**config.mk**
```make
export PLATFORM = sky130hd
export DESIGN_NAME = sidp_datapath
export DESIGN_NICKNAME = d
export VERILOG_FILES = /design/src/hdl/sidp_pkg.sv /design/src/hdl/sidp_datapath.sv
export SDC_FILE = /design/constraint.sdc
export NUM_CORES = 1
export LEC_CHECK = 0
export ABC_CLOCK_PERIOD_IN_PS = 6900
export BUFFER_PORTS_ARGS = -buffer_cell sky130_fd_sc_hd__buf_2
export CAP_MARGIN = 5
export CORE_MARGIN = 2
export CORE_UTILIZATION = 42
export CTS_CLUSTER_SIZE = 20
export DETAILED_ROUTE_END_ITERATION = 6
export PLACE_DENSITY = 0.62
export SYNTH_ARGS = -nofsm -noshare
export SYNTH_HDL_FRONTEND = slang
export SYNTH_SLANG_ARGS = --single-unit
```
**constraint.sdc**
```tcl
create_clock -name core_clk -period 6.9 [get_ports core_clk]
set_input_delay 1.725 -clock core_clk [delete_from_list [all_inputs] [get_ports core_clk]]
set_output_delay 1.725 -clock core_clk [all_outputs]
set_load 0.005 [all_outputs]
```
**src/hdl/sidp_pkg.sv**
```systemverilog
// Constants and types for the subtract instruction datapath.
// Assumes a core that presents one decoded instruction word per four-phase cycle.
//
// Notes on behaviour
// RQ1: Register subtract computes addressed register minus accumulator, two's complement.
// RQ2: Destination bit 0 writes accumulator; 1 writes back to the register.
// RQ3: Access bit 0 selects fast access bank; 1 uses bank select register.
// RQ4: Extended set, access 0, address at most 95 gives indexed literal offset mode.
// RQ5: Register subtract takes one cycle: decode, read, process, write.
// RQ6: Pointer subtract takes 6-bit literal from pointer 0..2; flags stay unchanged.
// RQ7: Register subtract sets negative, overflow, carry (no borrow), digit carry, zero flags.
package sidp_pkg;

    localparam int DATA_W = 8;
    localparam int ADDR_W = 12;
    localparam int PTR_W  = 12;
    localparam int BANK_W = 4;

    // Field widths inside the instruction word and pointer count
    localparam int INSTR_W = 16;
    localparam int FILE_W  = 8;
    localparam int LIT_W   = 6;
    localparam int NIB_W   = 4;
    localparam int PTR_NUM = 3;

    // Opcode fields of the register subtract
    localparam logic [5:0] SUBREG_OP   = 6'h17;
    localparam int         SUBREG_MSB  = 15;
    localparam int         SUBREG_LSB  = 10;
    localparam int         DEST_BIT    = 9;
    localparam int         ACCESS_BIT  = 8;
    // Opcode fields of the pointer subtract
    localparam logic [7:0] SUBPTR_OP   = 8'hE9;
    localparam int         SUBPTR_MSB  = 15;
    localparam int         SUBPTR_LSB  = 8;
    localparam int         PSEL_MSB    = 7;
    localparam int         PSEL_LSB    = 6;
    localparam logic [1:0] PSEL_MAX    = 2'h2;

    // Addressing limits
    localparam logic [7:0] INDEXED_MAX   = 8'h5F;
    localparam logic [7:0] ACCESS_SPLIT  = 8'h80;
    localparam logic [3:0] ACCESS_HIBANK = 4'hF;
    localparam int         PTR_INDEXED   = 2;

    // Four phases of one instruction cycle
    typedef enum logic [1:0] {
        PH_DECODE,
        PH_READ,
        PH_PROCESS,
        PH_WRITE
    } sidp_phase_t;

    // Status flags
    typedef struct packed {
        logic negative;
        logic overflow_flag;
        logic zero;
        logic digit_carry_flag;
        logic carry;
    } sidp_flags_t;

    // Data-memory request towards the register file
    typedef struct packed {
        logic              rd;
        logic              wr;
        logic [ADDR_W-1:0] addr;
        logic [DATA_W-1:0] wdata;
    } sidp_mem_req_t;

endpackage

```
**src/hdl/sidp_datapath.sv**
```systemverilog
// Subtract instruction datapath: register subtract and pointer subtract.
// Assumes the core offers one instruction per cycle on instr_valid in decode phase
// and that the data memory returns read data combinationally while mem_req.rd is high, in the process phase.
`timescale 1ns/1ps
`default_nettype none
module sidp_datapath
    import sidp_pkg::*;
(
    // Clock and reset
    input  wire logic                 core_clk,
    input  wire logic                 reset,
    // Instruction in
    input  wire logic                 instr_valid,
    input  wire logic [15:0]          instr,
    input  wire logic                 ext_set_en,
    input  wire logic [BANK_W-1:0]    bank_select_register,
    // Data memory
    output sidp_mem_req_t             mem_req,
    input  wire logic [DATA_W-1:0]    mem_rdata,
    // Architectural state
    output logic [DATA_W-1:0]         accumulator,
    output sidp_flags_t               flags,
    output logic [3*PTR_W-1:0]        indirect_address_pointer,
    output logic                      busy
);

    // Phase sequencer and held instruction word
    sidp_phase_t                phase_r, phase_nxt;
    logic [INSTR_W-1:0]         ir_r, ir_nxt;
    logic                       act_r, act_nxt;
    // Operand latch, accumulator and status flags
    logic [DATA_W-1:0]          opnd_r, opnd_nxt;
    logic [DATA_W-1:0]          acc_r, acc_nxt;
    sidp_flags_t                flg_r, flg_nxt;
    // Pointer bank
    logic [PTR_W-1:0]           ptr_r [PTR_NUM];
    logic [PTR_W-1:0]           ptr_nxt [PTR_NUM];
    // Registered data-memory request
    sidp_mem_req_t              req_r, req_nxt;
    // Decoded fields of the held instruction
    logic                       is_reg;
    logic                       is_ptr;
    logic                       to_reg;
    logic                       use_bank;
    logic                       indexed;
    logic                       ptr_ok;
    logic [PSEL_MSB-PSEL_LSB:0] psel;
    logic [FILE_W-1:0]          fadr;
    logic [LIT_W-1:0]           lit;
    // Address and arithmetic results
    logic [ADDR_W-1:0]          ea;
    logic [DATA_W:0]            diff;
    logic [NIB_W:0]             ldiff;
    logic [DATA_W-1:0]          res;
    sidp_flags_t                sub_flags;

    // Decode of the held instruction; the word is stable for the whole cycle
    always_comb begin
        is_reg   = ir_r[SUBREG_MSB:SUBREG_LSB] == SUBREG_OP; // RQ1
        is_ptr   = ir_r[SUBPTR_MSB:SUBPTR_LSB] == SUBPTR_OP; // RQ6
        to_reg   = ir_r[DEST_BIT]; // RQ2
        use_bank = ir_r[ACCESS_BIT]; // RQ3
        fadr     = ir_r[FILE_W-1:0];
        lit      = ir_r[LIT_W-1:0];
        psel     = ir_r[PSEL_MSB:PSEL_LSB];
        // Select code 3 belongs to another instruction, so it is refused here
        ptr_ok   = psel <= PSEL_MAX; // RQ6
        indexed  = ext_set_en && !use_bank && (fadr <= INDEXED_MAX); // RQ4
    end

    // Effective address of the register operand
    // Indexed form wraps inside the data space rather than faulting
    always_comb begin
        if (indexed) begin
            ea = ptr_r[PTR_INDEXED] + {{(ADDR_W-FILE_W){1'b0}}, fadr}; // RQ4
        end else if (use_bank) begin
            ea = {bank_select_register, fadr}; // RQ3
        end else if (fadr < ACCESS_SPLIT) begin
            ea = {{BANK_W{1'b0}}, fadr}; // RQ3
        end else begin
            ea = {ACCESS_HIBANK, fadr}; // RQ3
        end
    end

    // Register minus accumulator; carry out of the wide sum is not-borrow
    always_comb begin
        diff  = {1'b0, opnd_r} + {1'b0, ~acc_r} + {{DATA_W{1'b0}}, 1'b1}; // RQ1
        ldiff = {1'b0, opnd_r[NIB_W-1:0]} + {1'b0, ~acc_r[NIB_W-1:0]}
              + {{NIB_W{1'b0}}, 1'b1};
        res   = diff[DATA_W-1:0];
        // Flags come from the same sum, except digit carry, which uses a second low-nibble adder
        sub_flags.carry            = diff[DATA_W]; // RQ7
        sub_flags.digit_carry_flag = ldiff[NIB_W]; // RQ7
        sub_flags.zero             = res == '0; // RQ7
        sub_flags.negative         = res[DATA_W-1]; // RQ7
        sub_flags.overflow_flag    = (opnd_r[DATA_W-1] != acc_r[DATA_W-1])
                                   && (res[DATA_W-1] != opnd_r[DATA_W-1]); // RQ7
    end

    // Phase sequencer: one instruction takes exactly four clocks
    always_comb begin
        phase_nxt = phase_r;
        ir_nxt    = ir_r;
        act_nxt   = act_r;
        unique case (phase_r)
            PH_DECODE: begin // RQ5
                // Offers while busy are never seen, as only this phase looks
                if (instr_valid) begin
                    ir_nxt    = instr;
                    act_nxt   = 1'b1;
                    phase_nxt = PH_READ;
                end
            end
            PH_READ: begin // RQ5
                phase_nxt = PH_PROCESS;
            end
            PH_PROCESS: begin // RQ5
                phase_nxt = PH_WRITE;
            end
            PH_WRITE: begin // RQ5
                act_nxt   = 1'b0;
                phase_nxt = PH_DECODE;
            end
        endcase
    end

    // Sequencer registers
    always_ff @(posedge core_clk) begin
        if (reset) begin
            phase_r <= PH_DECODE;
            ir_r    <= '0;
            act_r   <= 1'b0;
        end else begin
            phase_r <= phase_nxt;
            ir_r    <= ir_nxt;
            act_r   <= act_nxt;
        end
    end

    // Memory strobes are single-cycle pulses; address is zero when idle
    always_comb begin
        req_nxt = '0;
        if (phase_r == PH_READ && is_reg) begin
            req_nxt.rd   = 1'b1; // RQ5
            req_nxt.addr = ea;
        end
        if (phase_r == PH_WRITE && is_reg && to_reg) begin
            req_nxt.wr    = 1'b1; // RQ2
            req_nxt.addr  = ea;
            req_nxt.wdata = res;
        end
    end

    // Memory request register
    always_ff @(posedge core_clk) begin
        if (reset) begin
            req_r <= '0;
        end else begin
            req_r <= req_nxt;
        end
    end

    // Operand latch, accumulator and flags
    always_comb begin
        opnd_nxt = opnd_r;
        acc_nxt  = acc_r;
        flg_nxt  = flg_r;
        // Read data is latched so the memory need hold it for one cycle only
        if (phase_r == PH_PROCESS) begin
            opnd_nxt = mem_rdata; // RQ5
        end
        if (phase_r == PH_WRITE && is_reg) begin
            flg_nxt = sub_flags; // RQ7
            if (!to_reg) begin
                acc_nxt = res; // RQ2
            end
        end
    end

    // Data registers
    always_ff @(posedge core_clk) begin
        if (reset) begin
            opnd_r <= '0;
            acc_r  <= '0;
            flg_r  <= '0;
        end else begin
            opnd_r <= opnd_nxt;
            acc_r  <= acc_nxt;
            flg_r  <= flg_nxt;
        end
    end

    // Pointer subtract; flags are deliberately left untouched
    always_comb begin
        for (int i = 0; i < PTR_NUM; i++) begin
            ptr_nxt[i] = ptr_r[i];
        end
        if (phase_r == PH_WRITE && is_ptr && ptr_ok) begin
            ptr_nxt[psel] = ptr_r[psel] - {{(PTR_W-LIT_W){1'b0}}, lit}; // RQ6
        end
    end

    // Pointer registers
    always_ff @(posedge core_clk) begin
        if (reset) begin
            for (int i = 0; i < PTR_NUM; i++) begin
                ptr_r[i] <= '0;
            end
        end else begin
            for (int i = 0; i < PTR_NUM; i++) begin
                ptr_r[i] <= ptr_nxt[i];
            end
        end
    end

    // Outputs straight from flip-flops
    assign mem_req                  = req_r;
    assign accumulator              = acc_r;
    assign flags                    = flg_r;
    assign indirect_address_pointer = {ptr_r[2], ptr_r[1], ptr_r[0]};
    assign busy                     = act_r; // Busy spans read to write

endmodule
`default_nettype wire

```
== Yosys cells after proc, flatten, opt, wreduce, memory -nomap -nowiden ==
Memory sizes are Yosys's and may differ from the RTL's. A register that Yosys moved wholly into a read port is not among the register bits.
Cells that the tools add are included.
Storage, ports and cells
  RAM bits: 36
  register bits: 62
  bits of input ports: 32
  memories: 1
  word-level logic and storage cells: 81
Memories
  ptr_r: words 3, bits a word 12, read ports 4, clocked after Yosys merged registers in 1, write ports 3, RTL line sidp_datapath.sv:36  | logic [PTR_W-1:0] ptr_r [PTR_NUM];
Cells by class
  magnitude comparators: 5
  equality and inequality tests: 8
  reductions and logical operators: 17
  add/sub/neg operators: 6
  bitwise logic cells: 8
  multiplexer cells: 22
Operator list (count)
  12-bit 2-to-1 mux: 8
  36-bit bitwise mux: 1
  36-bit 2-to-1 mux: 1
  12-bit demux with 2-bit select: 1
  21-bit 2-to-1 mux: 1
  12-bit by 8-bit adder with 12-bit output: 1
  12-bit by 6-bit subtractor with 12-bit output: 1
  8-bit by 8-bit adder with 9-bit output: 1
  9-bit by 1-bit adder with 9-bit output (second input constant): 1
  1-bit logical AND: 9
  8-bit equality test (second input constant): 1
  8-bit by 7-bit <= comparator with 1-bit output (second input constant): 1
  8-bit logical NOT: 1
  8-bit < comparator (second input constant): 1
  8-bit inverter: 1
  2-bit one-hot mux with 4 select lines: 1
  6-bit by 5-bit equality test with 1-bit output (second input constant): 1
  2-bit 2-to-1 mux: 3
  2-bit AND reduction: 3
  4-bit by 4-bit adder with 5-bit output: 1
  5-bit by 1-bit adder with 5-bit output (second input constant): 1
  1-bit 2-to-1 mux: 5
  2-bit equality test (second input constant): 2
  4-bit inverter: 1
  14 further kinds: 18

== Depth between registers and ports, before layout ==
Gate-level depths: netlist of the first run.
  word-level depth: 8
  gate-level depth with buffers: 12
  depth with buffers taken out: 11

== Worst setup path before layout of the first run ==
Ideal clock, no wire load.
  path type: input port to flip-flop
  start: in reset
  end: reg req_r (netlist bit mem_req[15])
  data required time: 6.783 ns
  arrival time: 2.815 ns
  library setup time: 0.117 ns
  stages: 7
  buffers on the path: 2
  path slack: 3.967 ns
  path through: clkbuf_1 -> and4b_1 -> o21ai_1 -> clkbuf_1 -> nor3_1 -> mux2i_1 -> nand2_1
RTL lines
  start, declared: RTL line sidp_datapath.sv:11  | input wire logic reset,
  end signal, assigned: RTL line sidp_datapath.sv:159  | req_r <= req_nxt;
  end, declared: RTL line sidp_datapath.sv:39  | sidp_mem_req_t req_r, req_nxt;

==> results of run 1 <==
==> kinds of logic after synthesis <==
group / Yosys count / synth area share
AOI/OAI and AO/OA: 118 / 0.154
buffers and inverters: 51 / 0.0411
muxes: 43 / 0.0961
and+or+nand+nor: 216 / 0.198
adders and majority gates: 29 / 0.0773
DFF: 100 / 0.401
xor gates and xnor gates: 18 / 0.0316
==> cell usage in the layout, fill, tap and decap left out, types with 8 or more instances in the layout <==
cell / Yosys / layout
o21ai_0: 10 / 10
nand2_1: 62 / 62
xnor2_1: 10 / 10
mux2i_1: 34 / 34
nor2_1: 90 / 90
ha_1: 26 / 26
clkbuf_16: 0 / 9
nand2b_1: 8 / 8
a211oi_1: 31 / 31
inv_1: 23 / 23
buf_2: 5 / 103
xor2_1: 8 / 8
nor3_1: 9 / 8
dfxtp_1: 100 / 100
a21oi_1: 38 / 38
==> worst max-delay path, stage by stage <==
cell and delay, ns:
buf_2 0.08, buf_4 0.62, and4b_1 0.31, o21ai_1 0.48, nor3_1 0.12, mux2i_1 0.15
o21ai_1 0.07
==> final cells by class <==
class                      instances  area, µm²  area share
inverter                          23       86.3      0.0147
multi-input combinational        424       2800       0.476
timing repair buffer             108        553      0.0942
clock buffer                      11        243      0.0413
clock inverter                     3       15.0     0.00256
tap                              143        179      0.0305
sequential                       100       2000       0.341
==> routing by layer <==
layer / part of all wire / up-vias / global-route usage
met5: 0 / - / 0
met4: 0.016 / 0 / 0.0659
met3: 0.049 / 13 / 0.0445
met2: 0.47 / 100 / 0.331
met1: 0.46 / 1955 / 0.253
li1: - / 2178 / -
==> worst paths after layout <==
check                           startpoint     endpoint  cells after the start
worst max-delay path                 reset  mem_req[17]                      7
worst min-delay path              ir_r[12]     ir_r[12]                      2
worst max register to register   flip-flop  ptr_r[1][9]                     10
worst min register to register    ir_r[12]     ir_r[12]                      2
==> synth_stat cells, types with 7 or more instances <==
library cell | count | area (µm²)
ha_1 | 26 | 325
inv_1 | 23 | 86.3
xnor2_1 | 10 | 87.6
nor3_1 | 9 | 45.0
nor2_1 | 90 | 338
o21ai_0 | 10 | 50.1
xor2_1 | 8 | 70.1
nor2b_1 | 7 | 43.8
mux2i_1 | 34 | 340
nand3_1 | 7 | 35.0
dfxtp_1 | 100 | 2000
a21oi_1 | 38 | 190
clkbuf_1 | 19 | 71.3
a211oi_1 | 31 | 233
nand2b_1 | 8 | 50.1
nand2_1 | 62 | 233
==> report_power, final <==
part | total (mW) | switching, mW | internal, mW
registers | 0.661 | 0.0458 | 0.616
logic | 0.477 | 0.287 | 0.190
clock network | 0.453 | 0.205 | 0.248
total | 1.59 | 0.538 | 1.05
==> registers in the layout (all words and copies together), names as in the netlist, named ones only <==
signal and count:
mem_req 22, flags 5, busy 1, accumulator 8, ir_r 16, opnd_r 8
phase_r 2, ptr_r 36
==> impl_results.md, run 1 <==
- Worst relative slew slack: 0.414
- Class of the worst hold path: flip-flop to flip-flop
- Fin cells: 812
- Power, Total: 1.59 mW
- Postcts setup bufs: 0
- Final hold slack: 0.474 ns
- Largest net degree at the start of global routing: 79
- Cell Rows: 39
- Clk sink count: 100
- Placed Cells incl. Taps: 798
- Share of cells above drive strength 1: 0.206
- Synthesized area: 4990 µm²
- CP endpoint kind: flip-flop
- Starting DRC count in detailed routing: 264
- Final Hold Viols: 0
- Worst-margin pin slew: 0.873 ns
- Syn. warnings: 0
- Final setup fails: 0
- Flip-flop and latch count after synthesis: 100
- Syn nets: 636
- Drt drc: 6
- Clk_skew: 0.00778 ns
- Final ANT Viol Nets: 0
- Tmin final: 3.36 ns
- Overflow left after global routing: 0
- Core area: 11500 µm²
- Total leakage power: 2.49 nW
- # diodes: 0
- Number of global-route vias before repair: 4114
- Sequential area share after synthesis: 0.401
- # fillers: 1139
- Worst VDD drop: 0.000174 V
- Total GRT Usage: 0.197
- Failing checks: design-rule violations
- CP Data Required Time: 7.11 ns
- PortBufs: 103
- Maximum clock rate: 297 MHz
- Drt first pass iters: 6
- IO Pins: 104
- Root buf cell: clkbuf_16
- Final Cycle Share: 0.487
- # resized after CTS: 0
- Die Span Y: 113 µm
- Starting Density: 0.433
- Via density: 5.23
- Crit Path Max Fanout: 78
- H-tree levels: 3
- Final net count: 727
- Final Util: 0.510
- Yosys cell types: 58
- Startpoint Class: input port
- Initial antenna violation count: 0
- Number of synthesized flops with an enable pin: 0
- CTS Buf Count: 9
- Slew Limit Fails: 0
- Flop-to-flop setup slack: 3.91 ns
- Fin Setup TNS: 0 ns
- Final design instance area without fill: 5870 µm²
- WP data arrival: 3.57 ns
- Async set-or-reset flop fraction in the synthesized netlist: 0
- Clock Tree Buf Depth: 2
- Post-DP Area: 5620 µm²
- Clk pin slew, worst setup/hold paths: 0.06 ns
- P per Cell Area: 271 nW/µm²
- Die area: 12800 µm²
- Drt total wl: 12100 µm
- First-pass GRT wire length: 20100 µm
- Place WS: 3.17 ns
- CP Class: input port to flip-flop
- Status: finished, violations left
- Mean routed wirelength per cell: 14.9 µm
- RSZ-0062 raised after global routing: no
- Chip Width: 113 µm
- Total number of vias: 4246
- Synth Instances: 575
- Final GP Congestion: 0.836
- Avg Inst Size Synth: 8.67 µm²
- Fin worst setup slack: 3.54 ns
- Max-cap viol count: 0
- Layout area overhead: 17.8%
- Hold buffers post-CTS: 0
- CTS tree: built
- Detail Placement HPWL: 9070 µm
- Clock latency on the worst-skew pair: 0.35 ns
- Post-synth top flop: dfxtp_1
Power figures use the tool's default switching activity.
==> inputs of run 2 (changes only) <==
- ABC_AREA: not set -> 1
- ABC_CLOCK_PERIOD_IN_PS: 6900 -> 3100
- clock period: 6.9 -> 3.1 ns (I/O delays scaled with it)
==> run 2 against run 1 <==
Net effect: the run now ends clean; routed wire length up 20%; die area up 3.5%; clock skew up 0.0016 ns; combinational power rose to 3.8 times the previous value; register-to-register slack worse by 3.6 ns.
==> impl_results.md, run 2 <==
- Drt drc: 0
- Synth area leader: dfxtp_1
- Drt first pass iters: 5
- Starting DRC count in detailed routing: 337
- Avg Inst Size Synth: 7.11 µm²
- # resized after CTS: 0
- Class of the worst hold path: flip-flop to flip-flop
- Final setup fails: 0
- WP data arrival: 3.02 ns
- Clock Tree Buf Depth: 2
- CP endpoint kind: flip-flop
- List of most frequent post-synthesis cells: nand2_1 (138), inv_1 (109), dfxtp_1 (100)
- Flop-to-flop setup slack: 0.33 ns
- IO Pins: 104
- CP Class: flip-flop to flip-flop
- Syn. warnings: 0
- Total number of vias: 5048
- Slew Limit Fails: 0
- CP Capture Point: ptr_r[2][6]
- Syn nets: 788
- Worst VDD drop: 0.000321 V
- Yosys cell types: 41
- Mean routed wirelength per cell: 14.9 µm
- # diodes: 0
- Synth Instances: 727
- Highest-count cells in the layout ignoring fill and taps: nand2_1 (138), inv_1 (109), buf_2 (103)
- Final Hold Viols: 0
- Postcts setup bufs: 0
- Fin Setup TNS: 0 ns
- Final hold slack: 0.472 ns
- Fin cells: 975
- Maximum clock rate: 361 MHz
- Final net count: 884
- Post-DP Area: 5790 µm²
- Number of global-route vias before repair: 4627
- CTS tree: built
- Max-cap viol count: 0
- Most frequent cell after synthesis: nand2_1
- Cell Rows: 40
- H-tree levels: 3
- Final ANT Viol Nets: 0
- PortBufs: 103
- Placed Cells incl. Taps: 959
- Clk sink count: 100
- Layout area overhead: 17.5%
- Detail Placement HPWL: 10900 µm
- Post-synth top flop: dfxtp_1
- Most common cell after layout, fill and taps aside: nand2_1
- Clock latency on the worst-skew pair: 0.36 ns
- First-pass GRT wire length: 23000 µm
- Chip Width: 115 µm
- Largest net degree at the start of global routing: 49
- Register name with the most flops: ptr_r
- Drt total wl: 14500 µm
- Tmin final: 2.77 ns
- Initial antenna violation count: 0
- Startpoint Class: flip-flop
- Share of cells above drive strength 1: 0.176
- Synthesized area: 5170 µm²
- Total leakage power: 3.18 nW
- Total GRT Usage: 0.225
- Core area: 12000 µm²
- Final design instance area without fill: 6070 µm²
- Status: finished, final reports clean
- Post-synth top area share: 0.387
- Clk pin slew, worst setup/hold paths: 0.07 ns
- Number of synthesized flops with an enable pin: 0
- CTS Buf Count: 9
- Via density: 5.18
- Worst relative slew slack: 0.381
- Die area: 13200 µm²
- Die Span Y: 115 µm
- Worst-margin pin slew: 0.925 ns
- Sequential area share after synthesis: 0.387
- Crit Path Max Fanout: 14
- Async set-or-reset flop fraction in the synthesized netlist: 0
- P per Cell Area: 736 nW/µm²
- Final Cycle Share: 0.895
- RSZ-0062 raised after global routing: no
- Hold buffers post-CTS: 0
- Synth top area cells: dfxtp_1 (39%), nand2_1 (10%), inv_1 (7.9%)
- Final GP Congestion: 0.894
- Root buf cell: clkbuf_16
- CP Data Required Time: 3.35 ns
- Reg2reg end: ptr_r[2][6]
- Overflow left after global routing: 0
- Flip-flop and latch count after synthesis: 100
- R2R cell count: 12
- Max reg flops: 36
- Clk_skew: 0.00935 ns
- Starting Density: 0.430
[run 2: worst min path at each step]
| stage | cells past startpoint | slack, ns | start | endpoint |
|---|---|---|---|---|
| after global placement | 2 | 0.46 | ir_r[12] | ir_r[12] |
| after global routing | 2 | 0.50 | opnd_r[0] | opnd_r[0] |
| after floorplan | 2 | 0.43 | opnd_r[0] | opnd_r[0] |
| after detailed placement | 2 | 0.47 | ir_r[12] | ir_r[12] |
| after CTS | 2 | 0.48 | ir_r[12] | ir_r[12] |
| final | 2 | 0.47 | opnd_r[0] | opnd_r[0] |
[run 2: cell type report]
class,count,area [µm²]
Fill cell,1236,5940
Multi-Input combinational cell,489,2620
Sequential cell,100,2000
Timing Repair Buffer,108,553
Inverter,115,432
Clock buffer,12,256
Tap cell,147,184
Clock inverter,4,30.0
[run 2: power by group]
group / internal, mW / switching [mW]
logic: 0.576 / 1.24
clock network: 0.593 / 0.510
registers: 1.41 / 0.135
total: 2.58 / 1.89
[run 2: cell families after synthesis]
kind of cell	Yosys count	share of synthesized area
adders and majority gates	29	0.0746
buffers and inverters	138	0.107
xor gates and xnor gates	8	0.0136
AOI/OAI and AO/OA	170	0.176
DFF	100	0.387
and+or+nand+nor	282	0.242
[run 2: worst max-delay path: stages (launching register included)]
cell and delay, ns:
dfxtp_1 0.55, inv_1 0.30, o21ai_0 0.36, inv_1 0.11, fa_1 0.43, nand3b_1 0.17, nand2_1 0.11, nand2_1 0.05
nand2_1 0.10, xor2_1 0.24, nand2_1 0.08, o211ai_1 0.09, inv_1 0.06
[run 2: metal layers]
layer,wire length [µm],share of wire,GRT usage,up-vias
li1,-,-,-,2557
met1,7250,0.50,0.318,2321
met2,6200,0.43,0.335,149
met3,761,0.052,0.0406,21
met4,325,0.022,0.102,0
met5,0,0,0,-
[run 2: through the flow]
stage / power (mW) / setup WS [ns] / utilization
2_1_floorplan: 2.92 / 0.827 / -
3_3_place_gp: 3.29 / 0.578 / 0.482
3_5_place_dp: 3.35 / 0.386 / 0.482
4_1_cts: 4.46 / 0.368 / 0.506
5_1_grt: 4.81 / 0.0247 / 0.506
6_report: 4.47 / 0.327 / 0.506
